**src/hdl/port_io_pkg.sv**
```systemverilog
// ****************************************
// constants for the six-pin port
// ****************************************
package port_io_pkg;

    // widths
    localparam int PIN_W = 6;
    localparam int BUS_AW = 8;
    localparam int BUS_DW = 8;

    // register offsets
    localparam logic [7:0] DATA_OFS = 8'h05;
    localparam logic [7:0] DIR_OFS = 8'h85;
    localparam logic [7:0] CFG_OFS = 8'h9f;
    localparam logic [7:0] MODIFY_OFS = 8'hf5;

    // reset values
    localparam logic [5:0] LATCH_RST = 6'h00;
    localparam logic [5:0] DIR_RST = 6'h3f;
    localparam logic [3:0] SELECT_RST = 4'h0;
    localparam logic JUSTIFY_RST = 1'b0;
    localparam logic [5:0] OTHER_RST_KEEP = 6'h10;

    // field positions
    localparam int TIMER_BIT = 4;
    localparam int SS_BIT = 5;
    localparam int REF_BIT = 3;
    localparam int JUSTIFY_BIT = 7;
    localparam int SELECT_LSB = 0;
    localparam int SELECT_W = 4;
    localparam int MOD_VAL_BIT = 3;
    localparam int MOD_SEL_W = 3;

    // analog pins per select code, one bit per pin
    localparam logic [5:0] ANALOG_MAP [16] = '{
        6'h2f, 6'h2f, 6'h2f, 6'h2f, 6'h0b, 6'h0b, 6'h00, 6'h00,
        6'h2f, 6'h2f, 6'h2f, 6'h2f, 6'h2f, 6'h0f, 6'h01, 6'h0d
    };

endpackage

```
**src/hdl/six_bit_io_port.sv**
```systemverilog
// Function
// - The port has six two-way pins with a latch and a direction bit each.
// - A direction bit of one turns the driver off so the pin is an input.
// - A direction bit of zero drives the pin from its latch bit.
// - Data reads return pin levels and data writes change only the latch.
// - Bit writes read the pins, change the target bit, store the whole latch.
// - Pin four is also the timer clock input and only ever pulls low.
// - Analog-capable pins follow the analog pin select field of the config.
// - After power-on the analog-capable pins are analog and read as zero.
// - Direction bits still steer the drivers of pins in analog use.
// - Power-on clears latch, others keep bit four, direction sets to ones.
// - Pin five is also the serial slave select input and an analog input.
// - Pin three is also an analog input or the converter reference input.
// - An enabled slave select takes precedence over the port driver on pin five.
`timescale 1ns/100ps

module six_bit_io_port
    import port_io_pkg::*;
(
    // clock and resets
    input wire logic clock,
    input wire logic arst_n,
    input wire logic otherReset,
    // register port
    input wire logic [BUS_AW-1:0] addr,
    input wire logic [BUS_DW-1:0] wrData,
    input wire logic wrStrobe,
    input wire logic rdStrobe,
    output logic [BUS_DW-1:0] rdData,
    // pins
    input wire logic [PIN_W-1:0] pinIn,
    output logic [PIN_W-1:0] pinOut,
    output logic [PIN_W-1:0] pinOe,
    // shared peripherals
    input wire logic slaveSelectEnable,
    output logic timerExternalClock,
    output logic slaveSelectLevel,
    output logic [PIN_W-1:0] analogSelect,
    output logic resultJustify
);

    // ****************************************
    // state
    // ****************************************
    logic [PIN_W-1:0] sync1_q;
    logic [PIN_W-1:0] sync1_d;
    logic [PIN_W-1:0] sync2_q;
    logic [PIN_W-1:0] sync2_d;
    logic [PIN_W-1:0] latch_q;
    logic [PIN_W-1:0] latch_d;
    logic [PIN_W-1:0] dir_q;
    logic [PIN_W-1:0] dir_d;
    logic [SELECT_W-1:0] select_q;
    logic [SELECT_W-1:0] select_d;
    logic justify_q;
    logic justify_d;
    logic [BUS_DW-1:0] rdData_q;
    logic [BUS_DW-1:0] rdData_d;
    logic [PIN_W-1:0] pinLevel;
    logic [MOD_SEL_W-1:0] modBit;

    // ****************************************
    // pin synchroniser
    // ****************************************
    always_comb
    begin
        sync1_d = pinIn;
        sync2_d = sync1_q;
    end

    always_ff @(posedge clock or negedge arst_n)
    begin
        if (!arst_n)
        begin
            sync1_q <= 6'h00;
            sync2_q <= 6'h00;
        end
        else
        begin
            sync1_q <= sync1_d;
            sync2_q <= sync2_d;
        end
    end

    // ****************************************
    // analog selection and read value
    // ****************************************
    assign analogSelect = ANALOG_MAP[select_q];
    assign pinLevel = sync2_q & ~analogSelect;
    assign resultJustify = justify_q;
    assign timerExternalClock = sync2_q[TIMER_BIT];
    assign slaveSelectLevel = sync2_q[SS_BIT];
    assign modBit = wrData[MOD_SEL_W-1:0];

    // ****************************************
    // register next values
    // ****************************************
    always_comb
    begin
        latch_d = latch_q;
        dir_d = dir_q;
        select_d = select_q;
        justify_d = justify_q;
        rdData_d = 8'h00;
        if (otherReset)
        begin
            latch_d = latch_q & OTHER_RST_KEEP;
            dir_d = DIR_RST;
            select_d = SELECT_RST;
            justify_d = JUSTIFY_RST;
        end
        else if (wrStrobe)
        begin
            case (addr)
                DATA_OFS:
                begin
                    // every bit targeted, latch loaded from write data without reading pins
                    latch_d = wrData[PIN_W-1:0];
                end
                MODIFY_OFS:
                begin
                    latch_d = pinLevel;
                    if (modBit < 3'h6)
                    begin
                        latch_d[modBit] = wrData[MOD_VAL_BIT];
                    end
                end
                DIR_OFS:
                begin
                    dir_d = wrData[PIN_W-1:0];
                end
                CFG_OFS:
                begin
                    select_d = wrData[SELECT_LSB +: SELECT_W];
                    justify_d = wrData[JUSTIFY_BIT];
                end
                default:
                begin
                    latch_d = latch_q;
                end
            endcase
        end
        if (rdStrobe)
        begin
            case (addr)
                DATA_OFS:
                begin
                    rdData_d = {2'h0, pinLevel};
                end
                DIR_OFS:
                begin
                    rdData_d = {2'h0, dir_q};
                end
                CFG_OFS:
                begin
                    rdData_d = {justify_q, 3'h0, select_q};
                end
                default:
                begin
                    rdData_d = 8'h00;
                end
            endcase
        end
    end

    always_ff @(posedge clock or negedge arst_n)
    begin
        if (!arst_n)
        begin
            latch_q <= LATCH_RST;
            dir_q <= DIR_RST;
            select_q <= SELECT_RST;
            justify_q <= JUSTIFY_RST;
            rdData_q <= 8'h00;
        end
        else
        begin
            latch_q <= latch_d;
            dir_q <= dir_d;
            select_q <= select_d;
            justify_q <= justify_d;
            rdData_q <= rdData_d;
        end
    end

    assign rdData = rdData_q;

    // ****************************************
    // pin drivers
    // ****************************************
    for (genvar i = 0; i < PIN_W; i++)
    begin : g_pin
        if (i == TIMER_BIT)
        begin : g_drain
            assign pinOut[i] = 1'b0;
            assign pinOe[i] = ~dir_q[i] & ~latch_q[i];
        end
        else if (i == SS_BIT)
        begin : g_ss
            assign pinOut[i] = latch_q[i];
            assign pinOe[i] = ~dir_q[i] & ~slaveSelectEnable;
        end
        else
        begin : g_plain
            assign pinOut[i] = latch_q[i];
            assign pinOe[i] = ~dir_q[i];
        end
    end
endmodule

```
**config.mk**
```make
export PLATFORM = sky130hd
export DESIGN_NAME = six_bit_io_port
export DESIGN_NICKNAME = d
export VERILOG_FILES = /design/src/hdl/port_io_pkg.sv /design/src/hdl/six_bit_io_port.sv
export SDC_FILE = /design/constraint.sdc
export NUM_CORES = 1
export LEC_CHECK = 0
export BUFFER_PORTS_ARGS = -buffer_cell sky130_fd_sc_hd__buf_2
export CORE_ASPECT_RATIO = 0.8
export CORE_MARGIN = 5
export CORE_UTILIZATION = 50
export CTS_CLUSTER_SIZE = 30
export DETAILED_ROUTE_END_ITERATION = 8
export HOLD_SLACK_MARGIN = 0.02
export MAX_ROUTING_LAYER = met4
export PLACE_DENSITY = 0.89
export SETUP_SLACK_MARGIN = 0.1
export SYNTH_ARGS = -nofsm -noshare
export SYNTH_HDL_FRONTEND = slang
export SYNTH_SLANG_ARGS = --single-unit
```
**constraint.sdc**
```tcl
create_clock -name clock -period 1.4 [get_ports clock]
set_input_delay 0.14 -clock clock [delete_from_list [all_inputs] [get_ports clock]]
set_output_delay 0.14 -clock clock [all_outputs]
set_load 0.01 [all_outputs]
```
---- Yosys cells after proc, flatten, opt, wreduce, memory -nomap -nowiden ----
Memories as Yosys holds them, arrays and structs flattened.
Index checks and enable logic that the tools add are counted.
cells by class
  order comparisons ....................... 4
  eq/ne operators ......................... 4
  mux-type cells .......................... 20
  bitwise logic cells ..................... 14
  reduce and logical (&&, ||, !) cells .... 10
operator list
  kind                                                                                  number
  6-bit two-way mux                                                                     8
  8-bit == test (second input constant)                                                 3
  8-bit case mux with 3 select lines                                                    1
  4-bit two-way mux                                                                     3
  6-bit case mux with 2 select lines                                                    1
  1-bit NOT                                                                             9
  8-bit by 3-bit == test with 1-bit output (second input constant)                      1
  8-bit two-way mux                                                                     1
  2-bit nonzero test                                                                    4
  6-bit AND                                                                             1
  6-bit bitwise mux                                                                     1
  6-bit NOT                                                                             1
  2-bit AND reduction                                                                   3
  5-bit greater-or-equal comparator (second input constant)                             1
  4-bit NOT with 5-bit output                                                           1
  3-bit by 4-bit < comparator with 1-bit output (second input constant)                 1
  1-bit two-way mux                                                                     4
  1-bit demux with 3-bit select                                                         1
  3-bit by 1-bit greater-or-equal comparator with 1-bit output (second input constant)  1
  3-bit < comparator (second input constant)                                            1
  3-bit AND reduction                                                                   1
  3-bit nonzero test                                                                    1
  1-bit AND                                                                             2
  1-bit logical AND                                                                     1
word-level totals
  register bits after elaboration ......... 37
  memory bits (read-only) ................. 96
  input port bits ......................... 28
  output and inout bits ................... 29
  logic and storage cells ................. 61
  memories ................................ 1
memories
  name              words  width  rd ports  clocked after memory_dff  wr ports  RTL line               text
  (name not given)  16     6      1         0                         0         six_bit_io_port.sv:88  assign analogSelect = ANALOG_MAP[select_q];

---- Depth between registers and ports, before layout ----
  depth in word-level cells ............... 11
  mapped depth ............................ 6
  depth with buffers taken out ............ 4

---- Least setup slack after synthesis ----
Ideal clock, no wire load.
  path type ............................... reg-to-reg
  start ................................... register select_q[3]
  end ..................................... register latch_q[5]
  setup time .............................. 122 ps
  arrival ................................. 1352 ps
  required time ........................... 1278 ps
  slack ................................... -73 ps
  cell stages (with the launch flop) ...... 5
  buffers on the path ..................... 0
  period minus slack after synthesis ...... 1473 ps
  cells stage by stage .................... dfrtp_1 -> inv_1 -> o31ai_1 -> o221ai_1 -> a32o_1
on the way
  cells in the longest elaborated chain, start to end .. 11
RTL lines
  item                                                       RTL line                text
  start: declaration                                         six_bit_io_port.sv:53   logic [SELECT_W-1:0] select_q;
  start signal: assignment                                   six_bit_io_port.sv:180  select_q <= select_d;
  4-bit NOT with 5-bit output (not written as such) (*)      six_bit_io_port.sv:88
  memory 16 x 6 bit (*)                                      n/a
  6-bit two-way mux (not written as such) (*) (2 in series)  six_bit_io_port.sv:88
  net analogSelect[5]                                        six_bit_io_port.sv:38   output logic [PIN_W-1:0] analogSelect,
  6-bit NOT (*)                                              six_bit_io_port.sv:89   assign pinLevel = sync2_q & ~analogSelect;
  6-bit AND (*)                                              six_bit_io_port.sv:89
  6-bit bitwise mux                                          six_bit_io_port.sv:125  latch_d[modBit] = wrData[MOD_VAL_BIT];
  6-bit two-way mux (*)                                      six_bit_io_port.sv:123  if (modBit < 3'h6)
  6-bit case mux with 2 select lines (*)                     six_bit_io_port.sv:114  case (addr)
  6-bit two-way mux (*)                                      six_bit_io_port.sv:112  else if (wrStrobe)
  6-bit two-way mux (*)                                      six_bit_io_port.sv:105  if (otherReset)
  end signal: assignment                                     six_bit_io_port.sv:178  latch_q <= latch_d;
  end: declaration                                           six_bit_io_port.sv:49   logic [PIN_W-1:0] latch_q;
The timed path passes the listed nets; every way through them passes the cells marked *. The select of a mux whose other input is x is not followed.
A chain may end at the register's enable or synchronous reset.

---- Final worst setup path ----
  start ................................... register select_q[0]
  end ..................................... output port analogSelect[2]
on the way
  cells in the longest elaborated chain, start to end .. 4
RTL lines
  item                                                   RTL line
  4-bit NOT with 5-bit output (not written as such)      six_bit_io_port.sv:88
  memory 16 x 6 bit                                      n/a
  6-bit two-way mux (not written as such) (2 in series)  six_bit_io_port.sv:88
  end: declaration                                       six_bit_io_port.sv:38
Every way passes these cells. The select of a mux whose other input is x is not followed.

==> results.cfg <==
[clock_network]
numCtsBuffers = 5
clock_sinks = 36
clockBufferDepth = 2
cts_tree = built
clock_latency_ps = 300
clkSlewWorstSetupHoldPaths_ps = 70
htree_num_levels = 2
cts_root_buf = clkbuf_8

[worst_setup_path]
crit_fanout = 5
critical_path_class = reg2out
worst_setup_path_start_kind = register
crit_required_ps = 1260
crit_arrival_ps = 1250
end_kind = output pin

[placed_design]
placed_area_sq_um = 2140
gp_congestion = 0.923
dp_hpwl_mm = 3.52
io_buffers = 52

[global_routing]
grt_usage_pct = 21.7
grt_pass1_vias = 1583
antenna_found_initial = 0
grt_max_degree = 20
overflow = 0
grt_pass1_wl_mm = 7.62

[synth]
synth_top_area_share_pct = 43.2
ys_seq_area_share_pct = 52.3
yosysWarnings = 0
synth_cell_types = 45
syn-instance-count = 171
netlist_area_sq_um = 1740
ys_ff_latch = 36
synthTopCellsByArea = dfrtp_1, dfstp_2, mux2i_1
synth.avg_cell_area_sq_um = 10.2
synth_top_cell_by_area = dfrtp_1
synthFlopType = dfrtp_1
synth_edf_count = 0
synthArstFlopShare_pct = 100

[timing]
setup_tns_ps = 0
hold_viol_final = 0
fin_skew_ps = 6.41
fin_crit_sh_pct = 99.6
drv_slew = 0
fmax_mhz = 717
finalSetupViolCount = 0
fin_crit_ps = 1390
rsz0062_at_grt = yes

[status]
status = finished clean

[drt]
drtPass1Iterations = 4
drt-wirelength-per-cell_microns = 16.9
ant_nets = 0
drt_iter0_markers = 142
drc = 0
drt_wl_total_mm = 4.95
viasPerCell = 5.53
dr_total_vias = 1616

[min_path]
hold_path_class = in2reg

[flow_run]
cap_violations = 0

[power_and_ir_drop]
power_leakage_uw = 0.00119
p_per_area_nw_per_um2 = 848
ir_drop_mv = 0.650

[floorplanning]
dieArea_sq_um = 4760
fp.dieH_microns = 62.7
fp.dieW_microns = 75.9
coreArea_sq_um = 3400
ioPinCount = 57
start_util_pct = 51.1
num_rows = 19

[finish]
area_growth_pct = 39.5
final_util_pct = 71.3
antenna_cells = 0
drive_gt1_share_pct = 45.6
nets = 277
final_cell_area_sq_um = 2420
## final cells by class
class                      count  area (sq um)
inverter                       9          33.8
timing repair buffer          86           552
fill                         248           977
sequential                    36           912
multi-input combinational    111           778
clock buffer                   7          86.3
clock inverter                 1          7.51
tap                           42          52.6
## metal layers
| layer | up-vias | global-route usage, % | wire (microns) |
|---|---|---|---|
| li1 | 756 | - | - |
| met1 | 762 | 28.4 | 2090 |
| met2 | 87 | 31.7 | 2340 |
| met3 | 11 | 4.98 | 408 |
| met4 | 0 | 9.39 | 112 |
| met5 | - | - | 0 |
## worst paths after layout
| check | start | endpoint | slack (ps) | depth (start not counted) |
|---|---|---|---|---|
| max | select_q[0] | analogSelect[2] | 5 | 4 |
| min | rdStrobe | rdData[7] | 100 | 2 |
| max reg2reg | select_q[1] | latch_q[5] | 30 | 4 |
| min reg2reg | sync1_q[0] | sync2_q[0] | 350 | 0 |
| max in group asynchronous | arst_n | dir_q[4] | 550 | 3 |
| min in group asynchronous | arst_n | select_q[0] | 320 | 2 |
## cells in the mapped netlist, types with 2 or more instances
| cell type | instances |
|---|---|
| nand2b_1 | 3 |
| a32o_1 | 3 |
| and3_1 | 2 |
| clkbuf_1 | 3 |
| a22oi_1 | 2 |
| inv_1 | 9 |
| dfrtp_1 | 30 |
| nand2_1 | 17 |
| nor2_1 | 10 |
| nor3_1 | 5 |
| nand3_1 | 13 |
| buf_2 | 5 |
| nor4_1 | 2 |
| mux2i_1 | 8 |
| o2111ai_1 | 2 |
| o211ai_1 | 3 |
| and2_0 | 2 |
| o2bb2ai_1 | 2 |
| nor3b_1 | 3 |
| nand4_1 | 3 |
| or3b_2 | 2 |
| a21oi_1 | 6 |
| dfstp_2 | 6 |
| nand3b_1 | 2 |
| buf_4 | 8 |
## cell families (layout without fill, tap and decap cells)
group / count (synthesis) / after routing / share of synthesized area [%]
AND/OR/NAND/NOR: 71 / 71 / 22.1
multiplexers: 9 / 9 / 5.26
other: 1 / 3 / 0.216
flip-flops: 36 / 36 / 52.3
AO/OA/AOI/OAI: 28 / 28 / 12.0
buffers and inverters: 26 / 103 / 8.14
## report_power, final
| part | internal, uW | switching (uW) | total, uW |
|---|---|---|---|
| clock | 399 | 376 | 776 |
| combinational | 95.0 | 112 | 207 |
| sequential | 1060 | 9.96 | 1070 |
| total | 1560 | 498 | 2050 |
## per-stage QoR
stage               hold slack (ps)  instances  power [uW]  setup slack, ps
detailed placement              100        271        1270            -95.5
floorplan                      -156        173        1160             98.2
global route                    124        292        2120            -18.6
global placement               93.7        271        1260            -43.8
finish                          105        292        2050             5.10
CTS                             106        288        2060             13.9
## flip-flops by register name (all words and copies together), names as in the netlist
signal         flops
rdData             7
dir_q              6
latch_q            6
sync1_q            6
sync2_q            6
select_q           4
resultJustify      1
## timing repair
item                                    4_1_cts  5_1_grt
buffers inserted                              2        4
pin swaps                                     0        1
gates resized for setup                       7       12
gates cloned                                  0        0
hold buffers                                  7        0
hold endpoints to repair                     23        0
endpoints found under the setup margin        9       11
## worst max-delay path, stage by stage, from the launching register on
cell,delay [ps]
dfrtp_2,490
nor2b_4,160
nand2b_4,140
nand2_2,50
buf_6,120
## cells in the final DEF, fill, tap and decap left out, types with 5 or more instances in the layout
cell           netlist  routed
clkbuf_8             0       6
nand3_1             13      12
dfstp_2              6       6
nor2_1              10      10
inv_1                9       8
dfrtp_1             30      27
buf_2                5      51
buf_4                8      26
nor3_1               5       5
dlygate4sd3_1        0       7
nand2_1             17      15
mux2i_1              8       8
Note: power is estimated with default switching activity, not from simulation.
